--- src/hw/led_string_pkg.sv ---
// Constants and types for the four-string LED gate and fault control
//----------------------------------------------------------------------
// Operation
// - Single-input mode: string zero follows input directly
// - Strings one to three lag quarter periods
// - Four-input mode: each input gates its own string
// - Single-input mode: input zero drives all strings
// - Persistent short: gate off, fault output low
// - Faulty string never disturbs the other strings
// - Open string: step supply request upward first
// - Open verified only at maximum supply, unregulated
// - Verified open string leaves optimizer monitoring
// - After exclusion, recalibrate supply downward again
// - Fault output low while any verified fault
// - Enable toggle or fault read clears fault
// - Full scale 502mV, default 250mV sense level
// - Eight-bit common code, 0xff full, 0x7f half
//----------------------------------------------------------------------
package led_string_pkg;
   localparam int NUM_STR = 4;
   localparam int CLK_HZ = 10_000_000;
   localparam int HZ_PER_MHZ = 1_000_000;
   // Short must persist this long before the string is shut down
   localparam int SHORT_VERIFY_US = 10;
   localparam int SHORT_VERIFY_CYC = SHORT_VERIFY_US * (CLK_HZ / HZ_PER_MHZ);
   // Settling time between two supply request steps
   localparam int SUPPLY_STEP_US = 20;
   localparam int SUPPLY_STEP_CYC = SUPPLY_STEP_US * (CLK_HZ / HZ_PER_MHZ);
   // Edges from gate turn-on until the filtered sense input follows it
   localparam int SENSE_SETTLE_CYC = 4;
   localparam int FULL_SCALE_MV = 502;
   localparam int DEFAULT_SENSE_MV = 250;
   localparam logic [7:0] CODE_FULL = 8'hff;
   localparam logic [7:0] CODE_DEFAULT = 8'h7f;
   localparam logic [7:0] SUPPLY_MAX = 8'hff;
   localparam logic [7:0] SUPPLY_MIN = 8'h00;
   localparam logic [7:0] SUPPLY_ONE = 8'h01;

   typedef enum {ST_REGULATE, ST_CAL_DOWN} optimizer_state_e;

   // Pin inputs, all from outside the clock domain
   typedef struct packed {
      logic single_mode;
      logic enable;
      logic [NUM_STR-1:0] dim;
      logic [NUM_STR-1:0] short_det;
      logic [NUM_STR-1:0] regulating;
   } pin_in_s;

   // Latched fault record per string
   typedef struct packed {
      logic [NUM_STR-1:0] short_flt;
      logic [NUM_STR-1:0] open_flt;
   } fault_rec_s;
endpackage

--- src/hw/led_string_gate_and_fault_ctl.sv ---
// Gate drive, phase shift, fault latching and supply optimizer control
`timescale 1ns/1ns
`default_nettype none
module led_string_gate_and_fault_ctl
#(
   parameter int PER_W = 20,
   parameter int SHORT_VERIFY_CYCLES = led_string_pkg::SHORT_VERIFY_CYC,
   parameter int STEP_CYCLES = led_string_pkg::SUPPLY_STEP_CYC
)
(
   input wire logic clk,
   input wire logic rst_n,
   input wire led_string_pkg::pin_in_s pins,
   input wire logic fault_read,
   input wire logic code_wr,
   input wire logic [7:0] code_data,
   output logic [led_string_pkg::NUM_STR-1:0] gate_drive,
   output logic fault_out_n_o,
   output logic fault_out_n_oe,
   output logic [7:0] supply_request,
   output logic [7:0] string_current_code,
   output led_string_pkg::fault_rec_s fault_record
);
   import led_string_pkg::*;

   //-------------------------------------------------------------------
   // Input synchronisers
   //-------------------------------------------------------------------
   pin_in_s s1_reg, s2_reg, s3_reg, pins_s;
   wire pin_in_s pins_next;
   // Change accepted once second and third stage agree
   assign pins_next = (s2_reg & s3_reg) | (pins_s & (s2_reg | s3_reg));

   // Three-stage chain; the agreement filter reads stages two and three
   always_ff @(posedge clk)
   begin
      s1_reg <= pins;
      s2_reg <= s1_reg;
      s3_reg <= s2_reg;
      if (!rst_n)
         pins_s <= '0;
      else
         pins_s <= pins_next;
   end

   //-------------------------------------------------------------------
   // Dimming period measurement on input zero
   //-------------------------------------------------------------------
   logic dim0_prev_reg;
   logic [PER_W-1:0] phase_reg, period_reg, duty_reg;
   wire dim0_rise = pins_s.dim[0] & ~dim0_prev_reg;
   wire dim0_fall = ~pins_s.dim[0] & dim0_prev_reg;
   wire phase_sat = &phase_reg;
   wire [PER_W-1:0] quarter = period_reg >> 2;

   // Phase restarts on each rising edge; saturation marks a static input
   always_ff @(posedge clk)
   begin
      if (!rst_n)
      begin
         dim0_prev_reg <= 1'b0;
         phase_reg <= '0;
         period_reg <= '0;
         duty_reg <= '0;
      end
      else
      begin
         dim0_prev_reg <= pins_s.dim[0];
         if (dim0_rise)
         begin
            phase_reg <= '0;
            period_reg <= phase_reg + PER_W'(1);
         end
         else if (!phase_sat)
            phase_reg <= phase_reg + PER_W'(1);
         if (dim0_fall)
            duty_reg <= phase_reg + PER_W'(1);
      end
   end

   //-------------------------------------------------------------------
   // Per-string dimming select, short verification and gate enable
   //-------------------------------------------------------------------
   fault_rec_s rec_reg;
   logic [NUM_STR-1:0] gate_reg;
   wire [NUM_STR-1:0] dim_sel;
   wire [NUM_STR-1:0] short_set;
   wire [NUM_STR-1:0] gate_next;
   wire [NUM_STR-1:0] settled;
   logic [NUM_STR-1:0] open_set;
   wire [NUM_STR-1:0] flt_any = rec_reg.short_flt | rec_reg.open_flt;
   // A fault set this cycle already blocks the next gate value
   wire [NUM_STR-1:0] gate_block = flt_any | short_set | open_set;

   genvar k;
   generate
      for (k = 0; k < NUM_STR; k++)
      begin : g_str
         logic [PER_W-1:0] short_cnt_reg;
         logic [2:0] settle_cnt_reg;
         wire [PER_W:0] lag = (PER_W+1)'(quarter) * (PER_W+1)'(k);
         // Phase restarts one edge after the filtered rise, hence the +1
         wire [PER_W:0] shifted = {1'b0, phase_reg} + {1'b0, period_reg}
            + (PER_W+1)'(1) - lag;
         wire [PER_W:0] wrapped = (shifted >= {1'b0, period_reg}) ?
            shifted - {1'b0, period_reg} : shifted;
         // Static input: a lagged copy of a constant is that constant
         wire lag_on = phase_sat ? pins_s.dim[0] :
            (wrapped < {1'b0, duty_reg});
         if (k == 0)
         begin : g_zero
            assign dim_sel[k] = pins_s.dim[0];
         end
         else
         begin : g_lag
            // Quarter-period offsets only in single-input mode
            assign dim_sel[k] = pins_s.single_mode ? lag_on
               : pins_s.dim[k];
         end
         wire shorting = gate_reg[k] & pins_s.short_det[k] &
            ~rec_reg.short_flt[k];
         assign short_set[k] = shorting &&
            (short_cnt_reg == PER_W'(SHORT_VERIFY_CYCLES - 1));
         // Faulted string held off; others depend only on own terms
         assign gate_next[k] = pins_s.enable & ~gate_block[k] &
            dim_sel[k];

         // Short must persist the whole verification time
         always_ff @(posedge clk)
         begin
            if (!rst_n || !shorting)
               short_cnt_reg <= '0;
            else if (!short_set[k])
               short_cnt_reg <= short_cnt_reg + PER_W'(1);
         end

         // Sense lags the gate by the filter; blank it until caught up
         assign settled[k] = (settle_cnt_reg == 3'(SENSE_SETTLE_CYC));
         always_ff @(posedge clk)
         begin
            if (!rst_n || !gate_reg[k])
               settle_cnt_reg <= '0;
            else if (!settled[k])
               settle_cnt_reg <= settle_cnt_reg + 3'(1);
         end
      end
   endgenerate

   //-------------------------------------------------------------------
   // Fault record and fault pin
   //-------------------------------------------------------------------
   wire fault_clear = ~pins_s.enable | fault_read;
   wire fault_rec_s rec_next;
   // New detection wins over a clear in the same cycle
   assign rec_next.short_flt = short_set |
      (rec_reg.short_flt & ~{NUM_STR{fault_clear}});
   assign rec_next.open_flt = open_set |
      (rec_reg.open_flt & ~{NUM_STR{fault_clear}});

   // Pin is pulled low one cycle after the record shows a fault
   always_ff @(posedge clk)
   begin
      if (!rst_n)
      begin
         rec_reg <= '0;
         gate_reg <= '0;
         fault_out_n_oe <= 1'b0;
      end
      else
      begin
         rec_reg <= rec_next;
         gate_reg <= gate_next;
         fault_out_n_oe <= |flt_any;
      end
   end
   assign fault_out_n_o = 1'b0;   // Open drain only ever sinks
   assign gate_drive = gate_reg;
   assign fault_record = rec_reg;

   //-------------------------------------------------------------------
   // Supply optimizer and current code
   //-------------------------------------------------------------------
   optimizer_state_e opt_state;
   logic [7:0] supply_reg, code_reg;
   logic [PER_W-1:0] step_cnt_reg;
   wire step_tick = (step_cnt_reg == PER_W'(STEP_CYCLES - 1));
   // Excluded strings no longer vote in supply decisions
   // Only settled strings count, else every turn-on looks unregulated
   wire [NUM_STR-1:0] unreg = settled & ~pins_s.regulating &
      ~rec_reg.open_flt;
   wire need_up = |unreg;
   wire at_max = (supply_reg == SUPPLY_MAX);
   assign open_set = (opt_state == ST_REGULATE && step_tick && at_max) ?
      unreg : '0;

   // Step up on lost regulation, step down while calibrating
   always_ff @(posedge clk)
   begin
      if (!rst_n)
      begin
         opt_state <= ST_CAL_DOWN;
         supply_reg <= SUPPLY_MAX;
         step_cnt_reg <= '0;
         code_reg <= CODE_DEFAULT;
      end
      else
      begin
         step_cnt_reg <= step_tick ? '0 : step_cnt_reg + PER_W'(1);
         if (code_wr)
            code_reg <= code_data;
         case (opt_state)
            ST_REGULATE:
               if (|open_set)
                  opt_state <= ST_CAL_DOWN;
               else if (step_tick && need_up)
                  supply_reg <= supply_reg + SUPPLY_ONE;
            ST_CAL_DOWN:
               if (step_tick)
               begin
                  if (need_up)
                  begin
                     opt_state <= ST_REGULATE;
                     if (!at_max)
                        supply_reg <= supply_reg + SUPPLY_ONE;
                  end
                  else if (supply_reg == SUPPLY_MIN)
                     opt_state <= ST_REGULATE;
                  else
                     supply_reg <= supply_reg - SUPPLY_ONE;
               end
            default:
               opt_state <= ST_REGULATE;
         endcase
      end
   end
   assign supply_request = supply_reg;
   assign string_current_code = code_reg;
endmodule
`default_nettype wire

--- config.mk ---
export PLATFORM = sky130hd
export DESIGN_NAME = led_string_gate_and_fault_ctl
export DESIGN_NICKNAME = d
export VERILOG_FILES = /design/src/hw/led_string_pkg.sv /design/src/hw/led_string_gate_and_fault_ctl.sv
export SDC_FILE = /design/constraint.sdc
export NUM_CORES = 1
export LEC_CHECK = 0
export BUFFER_PORTS_ARGS = -buffer_cell sky130_fd_sc_hd__buf_2
export CAP_MARGIN = 25
export CORE_ASPECT_RATIO = 1.2
export CORE_MARGIN = 3
export CORE_UTILIZATION = 60
export DETAILED_ROUTE_END_ITERATION = 10
export GPL_TIMING_DRIVEN = 0
export PLACE_DENSITY = 0.8
export SYNTH_ARGS = -nofsm -noshare
export SYNTH_HDL_FRONTEND = slang
export SYNTH_SLANG_ARGS = --single-unit
--- constraint.sdc ---
create_clock -name clk -period 14.8 [get_ports clk]
set_clock_uncertainty 0.15 [all_clocks]
set_input_delay 0.74 -clock clk [delete_from_list [all_inputs] [get_ports clk]]
set_output_delay 0.74 -clock clk [all_outputs]
set_load 0.03 [all_outputs]
==> impl_metrics.toml, run 1 <==
[run_status]
status = "complete, no violations"

[clock_tree]
cts_sinks = 259
cts-resized-gates = 0
numCtsBuffers = 23
clock_latency_ps = 510
cts_tree = "yes"
clk_pin_slew_worst_paths_ps = 70
cts_setup_buffers = 0
hold_buffers = 0
ctsHtreeMaxLevel = 1
clk_path_buf_depth = 3
root_buffer = "clkbuf_16"

[drt]
via_count = 16800
drt-pass1-iter-count = 6
wire_per_inst_um = 19.0
drtAntennaViolNets = 0
drt_iter0_markers = 1126
wirelength_mm = 51.8
drc = 0
viasPerCell = 6.16

[power]
comb_power_share_pct = 53.2
clockPowerShare_pct = 21.2
p_int_mw = 1.71
ir_drop_mv = 0.139
switching_power_mw = 1.12
power_density_nw_per_um2 = 142
p_leak_nw = 8.19
power_frac_seq_pct = 25.6
switching_share_pct = 39.5

[floorplanning]
pin_count = 56
dieArea_um2 = 32700
start_util_pct = 61.4
fp.dieW_um = 166
die_h_um = 198
rows = 69
core-area_um2 = 29900

[finish]
diodes = 0
seq_area_um2 = 5180
nets = 2573
fill_cells = 2508
multiInputGateArea_um2 = 12500
largest_reg_flops = 80
syn_to_final_growth_pct = 8.23
drive_above_1_share_pct = 5.96

[critical_path]
crit_path_max_fanout = 10
worstSetupPathType = "reg -> reg"
critPathMaxStageDelay_ps = 810
cp.required_ps = 15010
cp_common_cell = "o21ai_0"
cp-end-kind = "register"
arrival_ps = 10800
start_kind = "register"
crit_path_top_delay_cell = "nor3_2"
r2r_cells = 41

[logic_synthesis]
syn_nets = 2495
synth_edf_count = 0
yosysWarningCount = 0
yosysSeqAreaShare_pct = 28.3
ys_ff_latch = 259
netlist_instances = 2238
synth_commonest_cells = "dfxtp_1, nor2_1, ha_1"
avgSynthCellArea_um2 = 8.20
synth_area_um2 = 18300
async_flop_share_pct = 0
synthFlopType = "dfxtp_1"
netlist.top_cell.by_area = "dfxtp_1"
yosysMostFrequentCell = "dfxtp_1"
synth_top_area_share_pct = 28.3
synth_cell_types = 74
synth.area.top_cells = "dfxtp_1, ha_1, xnor2_1, a21oi_1, xor2_1"

[sta]
period_needed_ps = 10590
timing.hold.ws_ps = 176
worstMarginPinSlew_ps = 1090
tns_ps = 0
timing.slew.headroom_pct = 26.4
hold_viol_final = 0
setup_viol = 0
slew_violations = 0
rsz0062_at_grt = "no"
fin_crit_sh_pct = 71.5
fmax_mhz = 94.5

[grt]
grt_max_degree = 17
grt_overflow_total = 0
antenna_found_initial = 0
grt_pass1_wl_mm = 82.2
grt_util_all_layers_pct = 30.2
grt_pass1_vias = 16600

[placed_design]
portBuffers = 53
gp_congestion = 0.995
hpwlAfterDp_mm = 41.6

[min_path]
hold_depth = 0
hold_path.class = "reg -> reg"

[flow_run]
cap_violations = 0
[metrics by stage]
step / std cells / cell area [µm²] / total power [mW] / utilization (%) / setup slack [ps]
floorplan: 2238 / 18300 / 1.84 / - / 7010
global placement: 2681 / 19100 / 2.18 / 63.9 / 4820
detailed placement: 2681 / 19100 / 2.21 / 63.9 / 4610
CTS: 2721 / 19900 / 2.81 / 66.5 / 4580
global route: 2721 / 19900 / 3.00 / 66.5 / 3890
finish: 2721 / 19900 / 2.83 / 66.5 / 4210
[final timing paths]
path,startpoint,end,slack (ps)
worst max-delay path,phase_reg[0]$_SDFFE_PP0N_,gate_drive[3]$_SDFF_PN0_,4210
worst min-delay path,s1_reg[12]$_DFF_P_,s2_reg[12]$_DFF_P_,180
worst max register to register,phase_reg[0]$_SDFFE_PP0N_,gate_drive[3]$_SDFF_PN0_,4210
worst min register to register,s1_reg[12]$_DFF_P_,s2_reg[12]$_DFF_P_,180
[area by class of cell]
| cell class | count | share of cell area [%] |
|---|---|---|
| multi-input cells | 1815 | 63.0 |
| well taps | 390 | 2.46 |
| inverters | 117 | 2.21 |
| repair buffers | 53 | 1.34 |
| plain buffers | 47 | 1.04 |
| clock inverters | 10 | 0.580 |
| clock buffers | 30 | 3.23 |
| flip-flops and latches | 259 | 26.1 |
[power groups by stage]
stage	combinational [mW]	sequential (mW)	clock [mW]
after floorplan	1.10	0.739	0
after global placement	1.44	0.738	0
after detailed placement	1.47	0.739	0
after CTS	1.48	0.724	0.605
after global routing	1.64	0.725	0.632
final	1.50	0.724	0.600
[cell families after synthesis]
| group | synth area share [%] |
|---|---|
| AO/OA/AOI/OAI | 18.6 |
| XOR/XNOR | 10.6 |
| adder cells (fa/ha/maj) | 16.7 |
| buffers and inverters | 3.52 |
| flip-flops | 28.3 |
| multiplexers | 2.36 |
| other | 0.0204 |
| AND/OR/NAND/NOR | 19.9 |
[per-layer routing]
layer | wire length (µm) | vias to the layer above | track usage [%]
met5 | 0 | - | 0
met2 | 26300 | 493 | 57.0
met4 | 2950 | 0 | 16.0
li1 | - | 8133 | -
met1 | 20200 | 7975 | 33.9
met3 | 2270 | 155 | 2.34
[placed cells by master (no fill, tap or decap), types with 46 or more instances in the layout]
| cell | n |
|---|---|
| xnor2_1 | 119 |
| nor2_1 | 232 |
| buf_2 | 56 |
| nand2_1 | 196 |
| ha_1 | 208 |
| inv_1 | 116 |
| a21oi_1 | 202 |
| nor3_1 | 46 |
| dfxtp_1 | 259 |
| a21o_1 | 54 |
| o21ai_0 | 117 |
| nand3_1 | 77 |
| xor2_1 | 104 |
[critical path, delay by kind of cell (launching register included)]
family	cells	cell delay (ps)
buffers and inverters	4	950
XOR/XNOR	2	620
AO/OA/AOI/OAI	19	4260
AND/OR/NAND/NOR	10	2020
flip-flops	1	310
adder cells (fa/ha/maj)	6	2100
(Power assumes the default switching activity.)
==> run 2, diff against run 1 <==
Settings changed: ABC_AREA from default to 1.
Clock period 14.8 ns to 10.35 ns, I/O delays scaled along.
==> run 2 against run 1 <==
Compared with the run above:
- clock power rose by 59%
- non-clock buffer count fell by 1
- combinational power rose by 40%
- fmax rose by 26%
- final area rose by 6.4%
- clock-buffer cell count rose by 1
- synthesized cell count rose by 23%
- via count rose by 14%
- routed wire length rose by 14%
- final cell count rose by 20%
==> impl_metrics.toml, run 2 <==
[run_status]
status = "complete, no violations"

[sta]
fin_crit_sh_pct = 81.0
rsz0062_at_grt = "no"
tns_ps = 0
slew_violations = 0
timing.hold.ws_ps = 35.0
setup_viol = 0
worst_slack_ps = 1970
timing.slew.headroom_pct = 19.8
worstMarginPinSlew_ps = 1190
period_needed_ps = 8380
fmax_mhz = 119
hold_viol_final = 0

[clock_tree]
cts-resized-gates = 0
clk_pin_slew_worst_paths_ps = 70
numCtsBuffers = 25
cts_setup_buffers = 0
cts_tree = "yes"
cts_sinks = 259
root_buffer = "clkbuf_16"
clk_path_buf_depth = 3
clock_latency_ps = 540
ctsHtreeMaxLevel = 1

[floorplanning]
pin_count = 56
fp.dieW_um = 170
start_util_pct = 61.4
rows = 71
dieArea_um2 = 34500
core-area_um2 = 31500
die_h_um = 203

[logic_synthesis]
yosysSeqAreaShare_pct = 26.8
syn_nets = 3008
ys_ff_latch = 259
synth_top_area_share_pct = 26.8
synthFlopType = "dfxtp_1"
netlist.top_cell.by_area = "dfxtp_1"
async_flop_share_pct = 0
avgSynthCellArea_um2 = 7.04
synth.area.top_cells = "dfxtp_1, ha_1, nand2_1, a21oi_1, inv_1"
yosysWarningCount = 0
synth_edf_count = 0
netlist_instances = 2751
synth_area_um2 = 19400
yosysMostFrequentCell = "nand2_1"
synth_cell_types = 64
synth_commonest_cells = "nand2_1, inv_1, a21oi_1"

[critical_path]
start_kind = "register"
critPathMaxStageDelay_ps = 770
cp-end-kind = "register"
worstSetupPathType = "reg -> reg"
cp.required_ps = 10660
crit_path_top_delay_cell = "xor2_1"
crit_path_max_fanout = 10
arrival_ps = 8690

[finish]
fill_cells = 2793
syn_to_final_growth_pct = 9.13
final_cell_mix = "nand2_1, inv_1, a21oi_1"
postLayoutCoreUtil_pct = 67.0
layout_commonest_cell = "nand2_1"
drive_above_1_share_pct = 5.94
diodes = 0
largest_reg_flops = 80
nets = 3102

[flow_run]
cap_violations = 0

[power]
p_leak_nw = 9.80
ir_drop_mv = 0.178
power_density_nw_per_um2 = 193
power_mw = 4.08

[placed_design]
gp_congestion = 1.01
portBuffers = 53
hpwlAfterDp_mm = 44.4
dp_slack_ps = 2030

[grt]
grt_util_all_layers_pct = 33.7
gr-usage-met2_pct = 58.2
grt_overflow_total = 0
groute.layer.met1.usage_pct = 39.9
grt_max_degree = 16
met3_usage_pct = 3.68
grt_pass1_wl_mm = 93.1
grt_pass1_vias = 18400
antenna_found_initial = 0
grt_busiest_layer = "met2"

[min_path]
hold_path.class = "in -> reg"

[drt]
drt_iter0_markers = 1352
wirelength_mm = 59.0
drc = 0
via_count = 19100
drt-pass1-iter-count = 7
wire_per_inst_um = 18.1
viasPerCell = 5.85
drtAntennaViolNets = 0
==> run 2: cell types whose count changed after synthesis, moves of 23 or more <==
cell | before | now
xnor2_1 | 119 | 63
a21o_1 | 54 | 20
o21ai_0 | 117 | 208
inv_1 | 116 | 397
a21oi_1 | 202 | 302
nand2b_1 | 23 | 0
or3_1 | 31 | 0
and3_1 | 37 | 1
nand2_1 | 196 | 490
nand3_1 | 77 | 115
==> run 2: path summary, 6_finish.rpt <==
check,start,endpoint,slack (ps),cells past startpoint
hold reg to reg,s1_reg[12]$_DFF_P_,s2_reg[12]$_DFF_P_,180,0
setup reg to reg,phase_reg[0]$_SDFFE_PP0N_,gate_drive[3]$_SDFF_PN0_,1970,38
hold / removal,code_data[2],string_current_code[2]$_SDFFE_PN1P_,30,3
setup / recovery,phase_reg[0]$_SDFFE_PP0N_,gate_drive[3]$_SDFF_PN0_,1970,38
==> run 2: cells by family (layout without fill, tap and decap cells) <==
group	Yosys count	in the layout	synth area share (%)
XOR/XNOR	151	151	6.91
flip-flops	259	259	26.8
AO/OA/AOI/OAI	646	646	18.2
adder cells (fa/ha/maj)	231	231	15.8
buffers and inverters	438	550	8.59
other	1	1	0.0194
multiplexers	1	1	0.0517
AND/OR/NAND/NOR	1024	1024	23.6
==> run 2: per-layer routing <==
metal / vias to the layer above / wire length, µm / part of all wire [%]
li1: 9429 / - / -
met1: 8812 / 22900 / 39
met5: - / 0 / 0
met2: 653 / 28000 / 48
met4: 0 / 4170 / 7.1
met3: 193 / 3860 / 6.5
==> run 2: stage by stage <==
step / cells / area, µm²
2_1_floorplan: 2751 / 19400
3_3_place_gp: 3205 / 20100
3_5_place_dp: 3205 / 20100
4_1_cts: 3264 / 21100
5_1_grt: 3264 / 21100
6_report: 3264 / 21100
==> run 2: timing repair <==
action,in CTS,in global routing
endpoints found under the setup margin,0,0
hold buffers,14,0
hold endpoints to repair,14,0
==> run 2: final cells by class <==
cell class	instances	area, µm²	area share (%)
repair buffers	67	405	1.92
clock inverters	14	171	0.811
inverters	406	1530	7.24
multi-input cells	2054	12500	59.2
well taps	401	502	2.37
flip-flops and latches	259	5180	24.5
plain buffers	32	134	0.634
clock buffers	31	688	3.26
==> run 2: critical path, delay by kind of cell (launching register included) <==
kind | cells | cell delay [ps]
simple gates | 14 | 1760
buf+inv | 4 | 570
compound gates | 12 | 2250
flops | 1 | 500
fa+ha+maj | 6 | 2130
xor+xnor | 2 | 950
==> run 2: power breakdown <==
group / switching [mW] / internal (mW)
Combinational: 1.29 / 0.804
Clock: 0.402 / 0.551
Sequential: 0.0130 / 1.02
Total: 1.71 / 2.37
